<file path="config.mk">
export PLATFORM = sky130hd
export DESIGN_NAME = reset_init_config_integrity
export DESIGN_NICKNAME = d
export VERILOG_FILES = /design/src/reset_init_config_integrity.v
export VERILOG_INCLUDE_DIRS = /design/src /design/src/src
export SDC_FILE = /design/constraint.sdc
export NUM_CORES = 2
export LEC_CHECK = 0
export ABC_CLOCK_PERIOD_IN_PS = 14600
export BUFFER_PORTS_ARGS = -buffer_cell sky130_fd_sc_hd__buf_2
export CAP_MARGIN = 20
export CORE_ASPECT_RATIO = 2
export CORE_UTILIZATION = 50
export CTS_CLUSTER_DIAMETER = 120
export DETAILED_ROUTE_END_ITERATION = 8
export GPL_ROUTABILITY_DRIVEN = 0
export PLACE_DENSITY = 0.67
export SYNTH_ARGS = -nofsm -noshare
export SYNTH_HDL_FRONTEND = slang
export SYNTH_SLANG_ARGS = --single-unit
</file>
<file path="constraint.sdc">
create_clock -name i_sys_clk -period 14.6 [get_ports i_sys_clk]
set_clock_uncertainty 0.2 [all_clocks]
set_input_delay 0 -clock i_sys_clk [delete_from_list [all_inputs] [get_ports i_sys_clk]]
set_output_delay 0 -clock i_sys_clk [all_outputs]
set_load 0.005 [all_outputs]
</file>
<file path="src/reset_init_config_integrity_defs.vh">
// Constants for the reset, start-up and configuration-integrity block.
// Assumes a 40 MHz system clock; included by its bare name.
`ifndef RESET_INIT_CONFIG_INTEGRITY_DEFS_VH
`define RESET_INIT_CONFIG_INTEGRITY_DEFS_VH

// Clock and timing
`define CLK_PERIOD_NS 25
`define INIT_TIME_MS 20
`define INIT_CYCLES ((`INIT_TIME_MS * 1000000) / `CLK_PERIOD_NS)
`define RST_LOW_MIN_NS 1000
`define RST_LOW_CYCLES ((`RST_LOW_MIN_NS + `CLK_PERIOD_NS - 1) / `CLK_PERIOD_NS)

// Configuration store layout: 16 words, last holds the sum of the others
`define CFG_WORDS 16
`define CFG_SUM_IDX 4'hF
`define CFG_GPIO_OE 4'h0
`define CFG_GPIO_OUT 4'h1
`define CFG_FAST_PWM_PINS_OE 4'h2
`define CFG_FAST_PWM_PINS_OUT 4'h3
`define CFG_CTRL 4'h4
`define CFG_TP_OE 4'h5
`define CFG_TP_OUT 4'h6
`define CFG_DEFAULT 32'h00000000
`define CTRL_SEQ_BIT 0

// Allowed-bit masks for range checking
`define MASK_GPIO 32'h0003FFFF
`define MASK_FAST_PWM_PINS 32'h000000FF
`define MASK_CTRL 32'h00000001
`define MASK_TP 32'h0000000F
`define MASK_OPEN 32'hFFFFFFFF

// Address select bins and fallback address
`define BIN_MIN 4'h4
`define BIN_MAX 4'hB
`define BIN_SCALE 7'h0C
`define ADDR_FALLBACK 7'h7E

// Test-port instructions
`define IR_PROG 4'h8
`define IR_BYPASS 4'hF
`endif

</file>
<file path="src/reset_init_config_integrity.v">
// Reset sequencing, timed initialization, configuration load/store with ECC,
// and the programming-only test access port of the rail sequencer.
// Assumes all inputs synchronous to i_sys_clk; the flash answers a read in the
// next cycle and accepts one write per cycle.
//
// Overview of operation
// - Hold reset until supply above threshold
// - Long low on reset pin holds reset
// - Leave reset within 1 ms of release
// - Every reset exit runs 20 ms initialization
// - Init: fast PWM low, other pins undriven
// - After init apply stored pin configuration
// - Factory config: fast PWM low, other pins undriven, no sequencing
// - Bus writes change RAM copy only
// - Store-all copies RAM into data flash
// - Test port off by default, pins are GPIO
// - Blank flash enables test port
// - Address 126 enables test port
// - Test port: TAP for programming only
// - Four test pins reusable as GPIO
// - Firmware sum mismatch: firmware not run
// - Config sum mismatch: defaults; alert and flag unless flash blank
// - Error log checked by its own sum
// - Watchdog expiry performs a normal reset
// - Range check every received parameter
// - Six check bits per 32-bit flash word
// - Correct single-bit errors on flash read
// - Address is 12 x upper bin + lower
`include "reset_init_config_integrity_defs.vh"

module reset_init_config_integrity #(
  parameter [19:0] INIT_CYCLES = `INIT_CYCLES
) (
  input wire i_sys_clk,
  input wire i_reset_n,
  input wire i_supply_ok,
  input wire i_ext_reset_n,
  input wire i_wdt_expire,
  input wire [3:0] i_addr_bin_hi,
  input wire [3:0] i_addr_bin_lo,
  input wire [15:0] i_fw_sum,
  input wire [15:0] i_fw_sum_ref,
  input wire [15:0] i_log_sum,
  input wire [15:0] i_log_sum_ref,
  input wire i_cfg_wr,
  input wire [3:0] i_cfg_addr,
  input wire [31:0] i_cfg_data,
  input wire i_store_all,
  input wire [37:0] i_flash_rdata,
  input wire i_tck,
  input wire i_tms,
  input wire i_tdi,
  output reg o_in_reset,
  output reg o_init_active,
  output reg o_normal_run,
  output reg o_fw_run,
  output reg o_seq_enable,
  output reg o_cfg_err,
  output reg o_bus_alert,
  output reg o_log_err,
  output reg o_jtag_en,
  output reg [6:0] o_bus_addr,
  output reg o_cfg_reject,
  output reg o_store_busy,
  output reg o_ecc_corrected,
  output reg o_flash_rd,
  output reg o_flash_wr,
  output reg [3:0] o_flash_addr,
  output reg [37:0] o_flash_wdata,
  output reg [17:0] o_gpio_out,
  output reg [17:0] o_gpio_oe,
  output reg [7:0] o_fast_pwm_pins_out,
  output reg [7:0] o_fast_pwm_pins_oe,
  output reg [3:0] o_tp_out,
  output reg [3:0] o_tp_oe,
  output reg o_tdo,
  output reg o_tdo_oe
);

  localparam [1:0] ST_RESET = 2'd0;
  localparam [1:0] ST_INIT = 2'd1;
  localparam [1:0] ST_RUN = 2'd2;
  localparam [3:0] TLR = 4'd0, RTI = 4'd1, SDS = 4'd2, CDR = 4'd3;
  localparam [3:0] SDR = 4'd4, E1D = 4'd5, PDR = 4'd6, E2D = 4'd7;
  localparam [3:0] UDR = 4'd8, SIS = 4'd9, CIR = 4'd10, SIR = 4'd11;
  localparam [3:0] E1I = 4'd12, PIR = 4'd13, E2I = 4'd14, UIR = 4'd15;
  localparam [11:0] LOW_MAX = `RST_LOW_CYCLES;

  // Hamming SEC code: parity at positions 1,2,4,8,16,32 of 38
  function [37:0] ecc_encode;
    input [31:0] d;
    integer i, j, k;
    reg [38:1] c;
    reg p;
    begin
      c = 38'h0;
      j = 0;
      for (i = 1; i <= 38; i = i + 1) begin
        if ((i & (i - 1)) != 0) begin
          c[i] = d[j];
          j = j + 1;
        end
      end
      for (k = 0; k < 6; k = k + 1) begin
        p = 1'b0;
        for (i = 1; i <= 38; i = i + 1)
          if (i[k])
            p = p ^ c[i];
        c[1 << k] = p;
      end
      ecc_encode = c;
    end
  endfunction

  function [5:0] ecc_syndrome;
    input [37:0] w;
    integer i, k;
    reg [38:1] c;
    begin
      c = w;
      ecc_syndrome = 6'h0;
      for (k = 0; k < 6; k = k + 1)
        for (i = 1; i <= 38; i = i + 1)
          if (i[k])
            ecc_syndrome[k] = ecc_syndrome[k] ^ c[i];
    end
  endfunction

  function [31:0] ecc_correct;
    input [37:0] w;
    input [5:0] s;
    integer i, j;
    reg [38:1] c;
    begin
      c = w;
      ecc_correct = 32'h0;
      j = 0;
      for (i = 1; i <= 38; i = i + 1)
        if (s == i)
          c[i] = ~c[i];
      for (i = 1; i <= 38; i = i + 1) begin
        if ((i & (i - 1)) != 0) begin
          ecc_correct[j] = c[i];
          j = j + 1;
        end
      end
    end
  endfunction

  // Allowed bits per word; the sum word is never writable directly
  function [31:0] cfg_mask;
    input [3:0] a;
    begin
      case (a)
        `CFG_GPIO_OE, `CFG_GPIO_OUT: cfg_mask = `MASK_GPIO;
        `CFG_FAST_PWM_PINS_OE, `CFG_FAST_PWM_PINS_OUT: cfg_mask = `MASK_FAST_PWM_PINS;
        `CFG_CTRL: cfg_mask = `MASK_CTRL;
        `CFG_TP_OE, `CFG_TP_OUT: cfg_mask = `MASK_TP;
        default: cfg_mask = `MASK_OPEN;
      endcase
    end
  endfunction

  reg [31:0] ram [0:`CFG_WORDS-1];
  reg [1:0] state;
  reg [19:0] init_cnt;
  reg [11:0] low_cnt;
  reg [4:0] ld_idx;
  reg rd_pend;
  reg [3:0] rd_idx;
  reg [31:0] ld_sum;
  reg ld_sum_ok;
  reg ld_blank;
  reg [4:0] st_idx;
  reg [31:0] st_sum;
  reg fw_ok;
  reg [3:0] tap;
  reg [3:0] next_tap;
  reg [3:0] ir;
  reg [3:0] ir_sh;
  reg [35:0] dr_sh;
  reg tck_q;
  reg tp_wr;
  reg [35:0] tp_word;

  wire ext_low_long = !i_ext_reset_n && (low_cnt == LOW_MAX);
  wire hold_reset = !i_supply_ok || ext_low_long || i_wdt_expire;
  wire [5:0] rd_syn = ecc_syndrome(i_flash_rdata);
  wire [31:0] rd_data = ecc_correct(i_flash_rdata, rd_syn);
  wire bins_ok = (i_addr_bin_hi >= `BIN_MIN) && (i_addr_bin_hi <= `BIN_MAX) &&
    (i_addr_bin_lo >= `BIN_MIN) && (i_addr_bin_lo <= `BIN_MAX);
  wire [6:0] addr_calc = bins_ok ?
    ({3'h0, i_addr_bin_hi} * `BIN_SCALE) + {3'h0, i_addr_bin_lo} : `ADDR_FALLBACK;
  wire init_done = (state == ST_INIT) && (init_cnt == INIT_CYCLES - 20'd1);
  wire tck_rise = i_tck && !tck_q;
  wire run_wr_ok = (state == ST_RUN) && !o_store_busy;
  wire bus_wr = i_cfg_wr && run_wr_ok;
  // The sum word only ever comes from a store; a direct write would hide corruption
  wire bus_ok = ((i_cfg_data & ~cfg_mask(i_cfg_addr)) == 32'h0) && (i_cfg_addr != `CFG_SUM_IDX);
  wire tp_ok = ((tp_word[31:0] & ~cfg_mask(tp_word[35:32])) == 32'h0) && (tp_word[35:32] != `CFG_SUM_IDX);

  // Reset pin low time; a short glitch never reaches the count limit
  always @(posedge i_sys_clk or negedge i_reset_n) begin
    if (!i_reset_n) begin
      low_cnt <= 12'h000;
    end else if (i_ext_reset_n) begin
      low_cnt <= 12'h000;
    end else if (low_cnt != LOW_MAX) begin
      low_cnt <= low_cnt + 12'h001;
    end
  end

  // Main sequence: reset, timed init with flash load, normal run
  always @(posedge i_sys_clk or negedge i_reset_n) begin
    if (!i_reset_n) begin
      state <= ST_RESET;
      init_cnt <= 20'h00000;
    end else if (hold_reset) begin
      state <= ST_RESET;
      init_cnt <= 20'h00000;
    end else begin
      case (state)
        ST_RESET: state <= ST_INIT;
        ST_INIT: begin
          init_cnt <= init_cnt + 20'h00001;
          if (init_done)
            state <= ST_RUN;
        end
        ST_RUN: state <= ST_RUN;
        default: state <= ST_RESET;
      endcase
    end
  end

  // Flash load, checks at end of init, RAM writes and store-all
  always @(posedge i_sys_clk or negedge i_reset_n) begin : cfg_proc
    integer n;
    if (!i_reset_n) begin
      ld_idx <= 5'h00;
      rd_pend <= 1'b0;
      rd_idx <= 4'h0;
      ld_sum <= 32'h0;
      ld_sum_ok <= 1'b0;
      ld_blank <= 1'b1;
      st_idx <= 5'h00;
      st_sum <= 32'h0;
      fw_ok <= 1'b0;
      o_cfg_err <= 1'b0;
      o_bus_alert <= 1'b0;
      o_log_err <= 1'b0;
      o_jtag_en <= 1'b0;
      o_bus_addr <= `ADDR_FALLBACK;
      o_cfg_reject <= 1'b0;
      o_store_busy <= 1'b0;
      o_ecc_corrected <= 1'b0;
      o_flash_rd <= 1'b0;
      o_flash_wr <= 1'b0;
      o_flash_addr <= 4'h0;
      o_flash_wdata <= 38'h0;
      for (n = 0; n < `CFG_WORDS; n = n + 1)
        ram[n] <= `CFG_DEFAULT;
    end else begin
      o_flash_rd <= 1'b0;
      o_flash_wr <= 1'b0;
      o_cfg_reject <= 1'b0;
      o_ecc_corrected <= 1'b0;
      rd_pend <= o_flash_rd;
      rd_idx <= o_flash_addr;
      if (state == ST_RESET) begin
        ld_idx <= 5'h00;
        ld_sum <= 32'h0;
        ld_sum_ok <= 1'b0;
        ld_blank <= 1'b1;
        st_idx <= 5'h00;
        o_store_busy <= 1'b0;
        rd_pend <= 1'b0;
      end
      if (state == ST_INIT && ld_idx != 5'h10) begin
        o_flash_rd <= 1'b1;
        o_flash_addr <= ld_idx[3:0];
        ld_idx <= ld_idx + 5'h01;
      end
      if (rd_pend && state == ST_INIT) begin
        ram[rd_idx] <= rd_data;
        o_ecc_corrected <= (rd_syn != 6'h0);
        if (i_flash_rdata != {38{1'b1}})
          ld_blank <= 1'b0;
        if (rd_idx == `CFG_SUM_IDX)
          ld_sum_ok <= (ld_sum == rd_data);
        else
          ld_sum <= ld_sum + rd_data;
      end
      if (init_done) begin
        fw_ok <= (i_fw_sum == i_fw_sum_ref);
        o_log_err <= (i_log_sum != i_log_sum_ref);
        o_bus_addr <= addr_calc;
        o_jtag_en <= ld_blank || (addr_calc == `ADDR_FALLBACK);
        if (!ld_sum_ok) begin
          o_cfg_err <= !ld_blank;
          o_bus_alert <= !ld_blank;
          for (n = 0; n < `CFG_WORDS; n = n + 1)
            ram[n] <= `CFG_DEFAULT;
        end
      end
      // Only the RAM copy changes here; flash waits for store-all
      if (bus_wr) begin
        if (bus_ok)
          ram[i_cfg_addr] <= i_cfg_data;
        else
          o_cfg_reject <= 1'b1;
      end else if (tp_wr && run_wr_ok) begin
        if (tp_ok)
          ram[tp_word[35:32]] <= tp_word[31:0];
        else
          o_cfg_reject <= 1'b1;
      end
      if (i_store_all && run_wr_ok) begin
        o_store_busy <= 1'b1;
        st_idx <= 5'h00;
        st_sum <= 32'h0;
      end
      if (o_store_busy && state == ST_RUN) begin
        o_flash_wr <= 1'b1;
        o_flash_addr <= st_idx[3:0];
        if (st_idx[3:0] == `CFG_SUM_IDX) begin
          o_flash_wdata <= ecc_encode(st_sum);
          o_store_busy <= 1'b0;
        end else begin
          o_flash_wdata <= ecc_encode(ram[st_idx[3:0]]);
          st_sum <= st_sum + ram[st_idx[3:0]];
        end
        st_idx <= st_idx + 5'h01;
      end
    end
  end

  // Pin drive: safe levels in reset and init, stored config afterwards
  always @(posedge i_sys_clk or negedge i_reset_n) begin
    if (!i_reset_n) begin
      o_in_reset <= 1'b1;
      o_init_active <= 1'b0;
      o_normal_run <= 1'b0;
      o_fw_run <= 1'b0;
      o_seq_enable <= 1'b0;
      o_gpio_out <= 18'h0;
      o_gpio_oe <= 18'h0;
      o_fast_pwm_pins_out <= 8'h00;
      o_fast_pwm_pins_oe <= 8'hFF;
      o_tp_out <= 4'h0;
      o_tp_oe <= 4'h0;
    end else begin
      o_in_reset <= (state == ST_RESET);
      o_init_active <= (state == ST_INIT);
      o_normal_run <= (state == ST_RUN);
      o_fw_run <= (state == ST_RUN) && fw_ok;
      if (state == ST_RUN) begin
        o_seq_enable <= fw_ok && ram[`CFG_CTRL][`CTRL_SEQ_BIT];
        o_gpio_out <= ram[`CFG_GPIO_OUT][17:0];
        o_gpio_oe <= ram[`CFG_GPIO_OE][17:0];
        o_fast_pwm_pins_out <= ram[`CFG_FAST_PWM_PINS_OUT][7:0];
        o_fast_pwm_pins_oe <= ram[`CFG_FAST_PWM_PINS_OE][7:0] | ~ram[`CFG_FAST_PWM_PINS_OUT][7:0]; // low when not configured
        o_tp_out <= o_jtag_en ? 4'h0 : ram[`CFG_TP_OUT][3:0];
        o_tp_oe <= o_jtag_en ? 4'h0 : ram[`CFG_TP_OE][3:0];
      end else begin
        o_seq_enable <= 1'b0;
        o_gpio_out <= 18'h0;
        o_gpio_oe <= 18'h0;
        o_fast_pwm_pins_out <= 8'h00;
        o_fast_pwm_pins_oe <= 8'hFF;
        o_tp_out <= 4'h0;
        o_tp_oe <= 4'h0;
      end
    end
  end

  // Test access port state walk
  always @* begin
    case (tap)
      TLR: next_tap = i_tms ? TLR : RTI;
      RTI: next_tap = i_tms ? SDS : RTI;
      SDS: next_tap = i_tms ? SIS : CDR;
      CDR: next_tap = i_tms ? E1D : SDR;
      SDR: next_tap = i_tms ? E1D : SDR;
      E1D: next_tap = i_tms ? UDR : PDR;
      PDR: next_tap = i_tms ? E2D : PDR;
      E2D: next_tap = i_tms ? UDR : SDR;
      UDR: next_tap = i_tms ? SDS : RTI;
      SIS: next_tap = i_tms ? TLR : CIR;
      CIR: next_tap = i_tms ? E1I : SIR;
      SIR: next_tap = i_tms ? E1I : SIR;
      E1I: next_tap = i_tms ? UIR : PIR;
      PIR: next_tap = i_tms ? E2I : PIR;
      E2I: next_tap = i_tms ? UIR : SIR;
      UIR: next_tap = i_tms ? SDS : RTI;
      default: next_tap = TLR;
    endcase
  end

  // Programming-only TAP; any instruction but the program word acts as bypass
  always @(posedge i_sys_clk or negedge i_reset_n) begin
    if (!i_reset_n) begin
      tck_q <= 1'b0;
      tap <= TLR;
      ir <= `IR_BYPASS;
      ir_sh <= 4'h0;
      dr_sh <= 36'h0;
      tp_wr <= 1'b0;
      tp_word <= 36'h0;
      o_tdo <= 1'b0;
      o_tdo_oe <= 1'b0;
    end else begin
      tck_q <= i_tck;
      tp_wr <= 1'b0;
      if (!o_jtag_en || state != ST_RUN) begin
        tap <= TLR;
        ir <= `IR_BYPASS;
        o_tdo_oe <= 1'b0;
      end else if (tck_rise) begin
        tap <= next_tap;
        case (tap)
          TLR: ir <= `IR_BYPASS;
          CIR: ir_sh <= 4'h1;
          SIR: ir_sh <= {i_tdi, ir_sh[3:1]};
          UIR: ir <= ir_sh;
          CDR: dr_sh <= 36'h0;
          SDR: dr_sh <= (ir == `IR_PROG) ? {i_tdi, dr_sh[35:1]} : {35'h0, i_tdi};
          UDR: begin
            if (ir == `IR_PROG) begin
              tp_wr <= 1'b1;
              tp_word <= dr_sh;
            end
          end
          default: tp_wr <= 1'b0;
        endcase
        o_tdo <= (next_tap == SIR) ? ir_sh[0] : dr_sh[0];
        o_tdo_oe <= (next_tap == SIR) || (next_tap == SDR);
      end
    end
  end

endmodule

</file>
### Yosys cells after proc, flatten, opt, wreduce, memory -nomap -nowiden

Index checks and enable logic that the tools add are counted.

* bits in registers: 838
* bits in latches: 0
* bits in writable memories: 0
* ROM bits: 0
* input bits: 156
* output and inout bits: 125
* logic and storage cells: 1556
* memories: 0

* add/sub/neg operators: 67
* multipliers: 1
* divide/modulo/power cells: 0
* $lt $le $gt $ge: 73
* eq/ne operators: 79
* shift operators: 0
* multiplexer cells: 903
* bitwise gates (word level): 312
* reduce and logical (&&, ||, !) cells: 62

Operator list (count)
* 32-bit 2-to-1 mux: 135
* 512-bit 2-to-1 mux: 7
* 32-bit by 7-bit less-than comparator with 1-bit output, second input constant: 62
* 32-bit by 2-bit adder with 32-bit output, second input constant: 60
* 512-bit bitwise mux: 3
* 1-bit 2-to-1 mux: 649
* 32-bit demux with 4-bit select: 3
* 1-bit binary-select mux with 5-bit select: 62
* 1-bit XOR: 268
* 32-bit one-hot mux with 4 select lines: 2
* 32-bit binary-select mux with 4-bit select: 1
* 6-bit by 5-bit == test with 1-bit output, second input constant: 15
* 36-bit one-hot mux with 2 select lines: 1
* 32-bit adder: 2
* 32-bit bitwise AND: 2
* 32-bit zero test: 2
* 32-bit NOT: 2
* 4-bit 2-to-1 mux: 14
* 4-bit == test, second input constant: 12
* 4-bit one-hot mux with 12 select lines: 1
* 4-bit by 3-bit == test with 1-bit output, second input constant: 11
* 6-bit by 4-bit == test with 1-bit output, second input constant: 7
* 20-bit 2-to-1 mux: 2
* 38-bit 2-to-1 mux: 1
* 55 further kinds: 173

### Longest topological paths before layout

* depth after elaboration: 100
* mapped depth: 22
* depth with buffers taken out: 20

### Worst setup path after synthesis

No wires, ideal clock.

* kind: input to register
* start: in i_flash_rdata[18]
* end: reg ld_sum[30]
* data arrival time: 4.689 ns
* required time: 14.331 ns
* setup slack: 9.642 ns
* cell stages on the path: 22
* buffers on the path: 2
* cell sequence: xor2_2 xnor3_2 xnor2_4 xnor2_1 nand2b_1 buf_2 nor3_1 xnor2_1 clkbuf_1 inv_1 ha_1 inv_1 fa_1 o21ai_0 a31oi_1 o21ai_0 a221o_1 a2111oi_0 o31ai_1 a21oi_1 or4_1 nand3_1

* word-level cells in the longest chain between the ends: 18
* elaborated cells on any way between the ends: 99

RTL lines
* start, declared: RTL line reset_init_config_integrity.v:49 `input wire [37:0] i_flash_rdata,`
* 1-bit XOR (13 in a row): RTL line reset_init_config_integrity.v:125 `ecc_syndrome[k] = ecc_syndrome[k] ^ c[i];`
* 6-bit by 2-bit == test with 1-bit output (tied with other cells): RTL line reset_init_config_integrity.v:139 `if (s == i)`
* 1-bit 2-to-1 mux: RTL line reset_init_config_integrity.v:139
* 32-bit adder *: RTL line reset_init_config_integrity.v:291 `ld_sum <= ld_sum + rd_data;`
* 32-bit 2-to-1 mux *: RTL line reset_init_config_integrity.v:288 `` if (rd_idx == `CFG_SUM_IDX) ``
* 32-bit 2-to-1 mux *: RTL line reset_init_config_integrity.v:283 `if (rd_pend && state == ST_INIT) begin`
* end signal, assigned: RTL line reset_init_config_integrity.v:291
* end, declared: RTL line reset_init_config_integrity.v:171 `reg [31:0] ld_sum;`

Mark *: on every way between the ends. The rest lies on a longest branch, timed or not.
A chain may end at the register's enable or synchronous reset.

### Final worst setup path

* start: reg st_idx[1]
* end: reg st_sum[30]

* word-level cells in the longest chain between the ends: 7
* elaborated cells on any way between the ends: 8

RTL lines
* start, declared: RTL line reset_init_config_integrity.v:174 `reg [4:0] st_idx;`
* start signal, assigned: RTL line reset_init_config_integrity.v:332 `st_idx <= st_idx + 5'h01;`
* 4-bit NOT with 5-bit output (implied by the code): RTL line reset_init_config_integrity.v:330 `st_sum <= st_sum + ram[st_idx[3:0]];`
* 32-bit binary-select mux with 4-bit select: RTL line reset_init_config_integrity.v:330
* 32-bit 2-to-1 mux (implied by the code) (2 in a row): RTL line reset_init_config_integrity.v:330
* 32-bit adder: RTL line reset_init_config_integrity.v:330
* 32-bit 2-to-1 mux *: RTL line reset_init_config_integrity.v:325 `` if (st_idx[3:0] == `CFG_SUM_IDX) begin ``
* 32-bit 2-to-1 mux *: RTL line reset_init_config_integrity.v:322 `if (o_store_busy && state == ST_RUN) begin`
* end signal, assigned: RTL line reset_init_config_integrity.v:330
* end, declared: RTL line reset_init_config_integrity.v:175 `reg [31:0] st_sum;`

Mark *: on every way between the ends. The rest lies on a longest branch, timed or not. The select of a mux whose other input is x is not followed.

==> impl_metrics.py <==
metrics = {
    "outcome": {
        "outcome": "finished, final reports clean",
    },
    "sta": {
        "setup_tns_ns": 0,
        "drv_slew": 0,
        "fin_crit_sh_pct": 46.2,
        "min_period_ns": 6.75,
        "slew_headroom_pct": 12.8,
        "tightest_slew_ns": 1.31,
        "rsz0062_at_grt": "false",
        "hold_viol": 0,
        "final-setup-viol-count": 0,
        "max_freq_mhz": 148,
    },
    "clock_tree": {
        "clkSinkCount": 837,
        "cts_buffers": 80,
        "ctsRootBufferMaster": "clkbuf_16",
        "cts_htree_levels": 3,
        "cts_resized": 0,
        "cts_buffer_depth": 3,
        "clock_latency_ns": 0.72,
        "clk_pin_slew_worst_paths_ns": 0.07,
        "tritoncts": "built",
    },
    "setup_path": {
        "crit_path_end_kind": "register",
        "required_ns": 14.95,
        "crit_fanout": 50,
        "path_class": "reg2reg",
        "rrSetupSlack_ns": 7.85,
        "reg2reg_from": "st_idx[1]",
        "regToRegEndpoint": "st_sum[30]",
        "cp-start-kind": "register",
        "rr_worst_depth": 15,
        "arrival_ns": 7.11,
    },
    "floorplan": {
        "die_area_um2": 107000,
        "chipWidth_um": 232,
        "coreArea_um2": 105000,
        "die_h_um": 461,
        "std_cell_rows": 168,
        "top_level_ports": 281,
        "initial_core_util_pct": 50.3,
    },
    "route": {
        "drt-pass1-iter-count": 7,
        "dr_total_vias": 49400,
        "wl_per_cell_um": 27.6,
        "drc": 0,
        "drt-vias-per-instance": 7.03,
        "drtIter0Drc": 4895,
        "routed_wl_mm": 194,
        "ant_nets": 0,
    },
    "yosys": {
        "netlist_area_um2": 52700,
        "synth_top_family_by_area": "compound AO/OA/AOI/OAI gates",
        "synthDistinctLibCells": 80,
        "ys_ff_latch": 837,
        "post-synth-top-area-fraction_pct": 38.8,
        "yosys_warnings": 0,
        "synth_compound_area_share_pct": 29.2,
        "synth_edf_count": 0,
        "ys.flop_type": "dfrtp_1",
        "avgSynthCellArea_um2": 9.29,
        "synth-adder-area-share_pct": 2.12,
        "async_reset_ff_share_pct": 100,
        "synthSimpleGateAreaFrac_pct": 10.7,
        "synth_top_area_cell": "dfrtp_1",
        "synth.mux.area_fraction_pct": 6.95,
        "synthCells": 5675,
        "synth_fp_nets": 5918,
        "ys_seq_area_share_pct": 39.8,
        "synth-xor-area-share_pct": 5.60,
        "synthTopCellsByArea": "dfrtp_1 (39%), a2111oi_0 (10%), a211oi_1 (7.4%)",
    },
    "min_path": {
        "min_to": "o_ecc_corrected",
        "hold_depth": 7,
        "min_path_type": "in2reg",
        "hp-start": "i_flash_rdata[15]",
    },
    "run": {
        "maxCapViolations": 0,
    },
    "global_route": {
        "grt_pass1_wl_mm": 290,
        "grt_antenna_before_repair": 9,
        "overflow": 0,
        "grt_use_total_pct": 35.9,
        "grt_pass1_vias": 47700,
        "grt_max_degree": 253,
    },
    "pwr": {
        "p_leak_nw": 22.4,
        "power_density_nw_per_um2": 123,
        "ir_drop_uv": 100,
        "total_power_mw": 7.22,
    },
    "placement": {
        "postPlaceCellArea_um2": 54600,
        "dp_hpwl_mm": 121,
        "io_buffers": 280,
    },
    "finish": {
        "fin_nets": 5844,
        "area_growth_pct": 11.6,
        "drive_gt1_share_pct": 14.7,
        "fin_area_um2": 58800,
    },
}
==> cells in the mapped netlist, types with 83 or more instances <==
| cell | count |
|---|---|
| a2111oi_0 | 631 |
| a211oi_1 | 520 |
| a21oi_1 | 718 |
| clkbuf_1 | 599 |
| dfrtp_1 | 817 |
| ha_1 | 83 |
| mux4_2 | 141 |
| nand2_1 | 204 |
| nand3_1 | 108 |
| nor2_1 | 691 |
| o21ai_0 | 131 |
| xnor2_1 | 212 |
| xor2_1 | 92 |
==> logic make-up (layout without fill, tap and decap cells) <==
| group | count (synthesis) | count (layout) |
|---|---|---|
| simple gates | 1278 | 1278 |
| other cells | 0 | 4 |
| compound gates | 2225 | 2225 |
| mux | 185 | 185 |
| xor+xnor | 317 | 317 |
| flops | 837 | 837 |
| fa+ha+maj | 87 | 87 |
| buf+inv | 746 | 732 |
==> worst max-delay path by stage <==
stage / from / to / slack, ns / cells after the start
global route: st_idx[1] / st_sum[30] / 7.65 / 15
finish: st_idx[1] / st_sum[30] / 7.85 / 15
CTS: st_idx[1] / st_sum[30] / 7.99 / 15
detailed placement: st_idx[1] / st_sum[30] / 8.01 / 15
global placement: st_idx[1] / st_sum[30] / 8.07 / 15
floorplan: i_flash_rdata[18] / ld_sum[30] / 9.64 / 22
==> timing repair <==
| action | CTS | global route |
|---|---|---|
| endpoints found under the hold margin | 988 | 0 |
| hold buffers | 123 | 0 |
| setup buffers | 0 | 0 |
| setup endpoints to repair | 0 | 0 |
==> final cells by class <==
type	instances	area, µm²
Fill cell	9221	45900
Multi-Input combinational cell	4092	29300
Sequential cell	837	21000
Timing Repair Buffer	523	3750
Clock buffer	100	2200
Tap cell	1360	1700
Clock inverter	42	539
Inverter	67	251
Antenna cell	4	10.0
==> layout by cell type, fill, tap and decap left out, types with 64 or more instances in the layout <==
cell type,instances
dfrtp_1,815
a21oi_1,718
nor2_1,664
a2111oi_0,631
a211oi_1,520
buf_2,279
nand2_1,204
xnor2_1,181
mux4_2,141
o21ai_0,131
dlygate4sd3_1,122
nand3_1,108
buf_4,103
xor2_1,92
ha_1,82
clkbuf_16,80
inv_1,64
==> state kept, by name (all words and copies together) (netlist names), 4 cells and up <==
signal,count
dr_sh,36
o_bus_addr,7
low_cnt,12
ir,4
ram,512
o_flash_addr,4
st_idx,4
rd_idx,4
o_fast_pwm_pins_oe,8
tp_word,36
tap,4
ld_idx,5
ir_sh,4
ld_sum,32
o_tp_out,4
init_cnt,20
o_gpio_out,18
o_gpio_oe,18
o_fast_pwm_pins_out,8
o_flash_wdata,38
st_sum,32
o_tp_oe,4
==> metrics by stage <==
step	util [%]	hold slack [ns]	setup slack, ns	std cells
6_report	56.2	0.0711	7.85	7025
3_5_place_dp	52.2	-0.128	8.01	6747
3_3_place_gp	52.2	-0.135	8.07	6746
4_1_cts	56.0	0.0327	7.99	7012
5_1_grt	56.1	0.110	7.65	7022
2_1_floorplan	-	-0.496	9.64	5675
==> critical path, stage by stage, from the launching register on <==
cell	delay, ns
dfrtp_4	0.92
buf_4	0.75
buf_4	0.83
mux4_2	0.40
mux4_2	0.52
ha_1	0.38
nand2_1	0.10
nor2_1	0.17
nand2b_1	0.09
a211oi_1	0.63
o31ai_1	0.28
o311ai_0	0.61
o41ai_1	0.18
o21ai_0	0.23
xnor2_1	0.14
o21ai_0	0.09
==> where the power goes <==
part / internal (mW) / switching (mW)
Clock: 1.26 / 1.01
Sequential: 2.49 / 0.182
Combinational: 0.961 / 1.33
==> per-layer routing <==
layer / wire (µm) / GRT usage [%] / up-vias
li1: - / - / 21600
met2: 95200 / 60.5 / 2632
met1: 67400 / 40.1 / 24300
met5: 47 / 0 / -
met3: 15000 / 6.47 / 850
met4: 16400 / 27.2 / 8
Note: power is estimated with default switching activity, not from simulation.
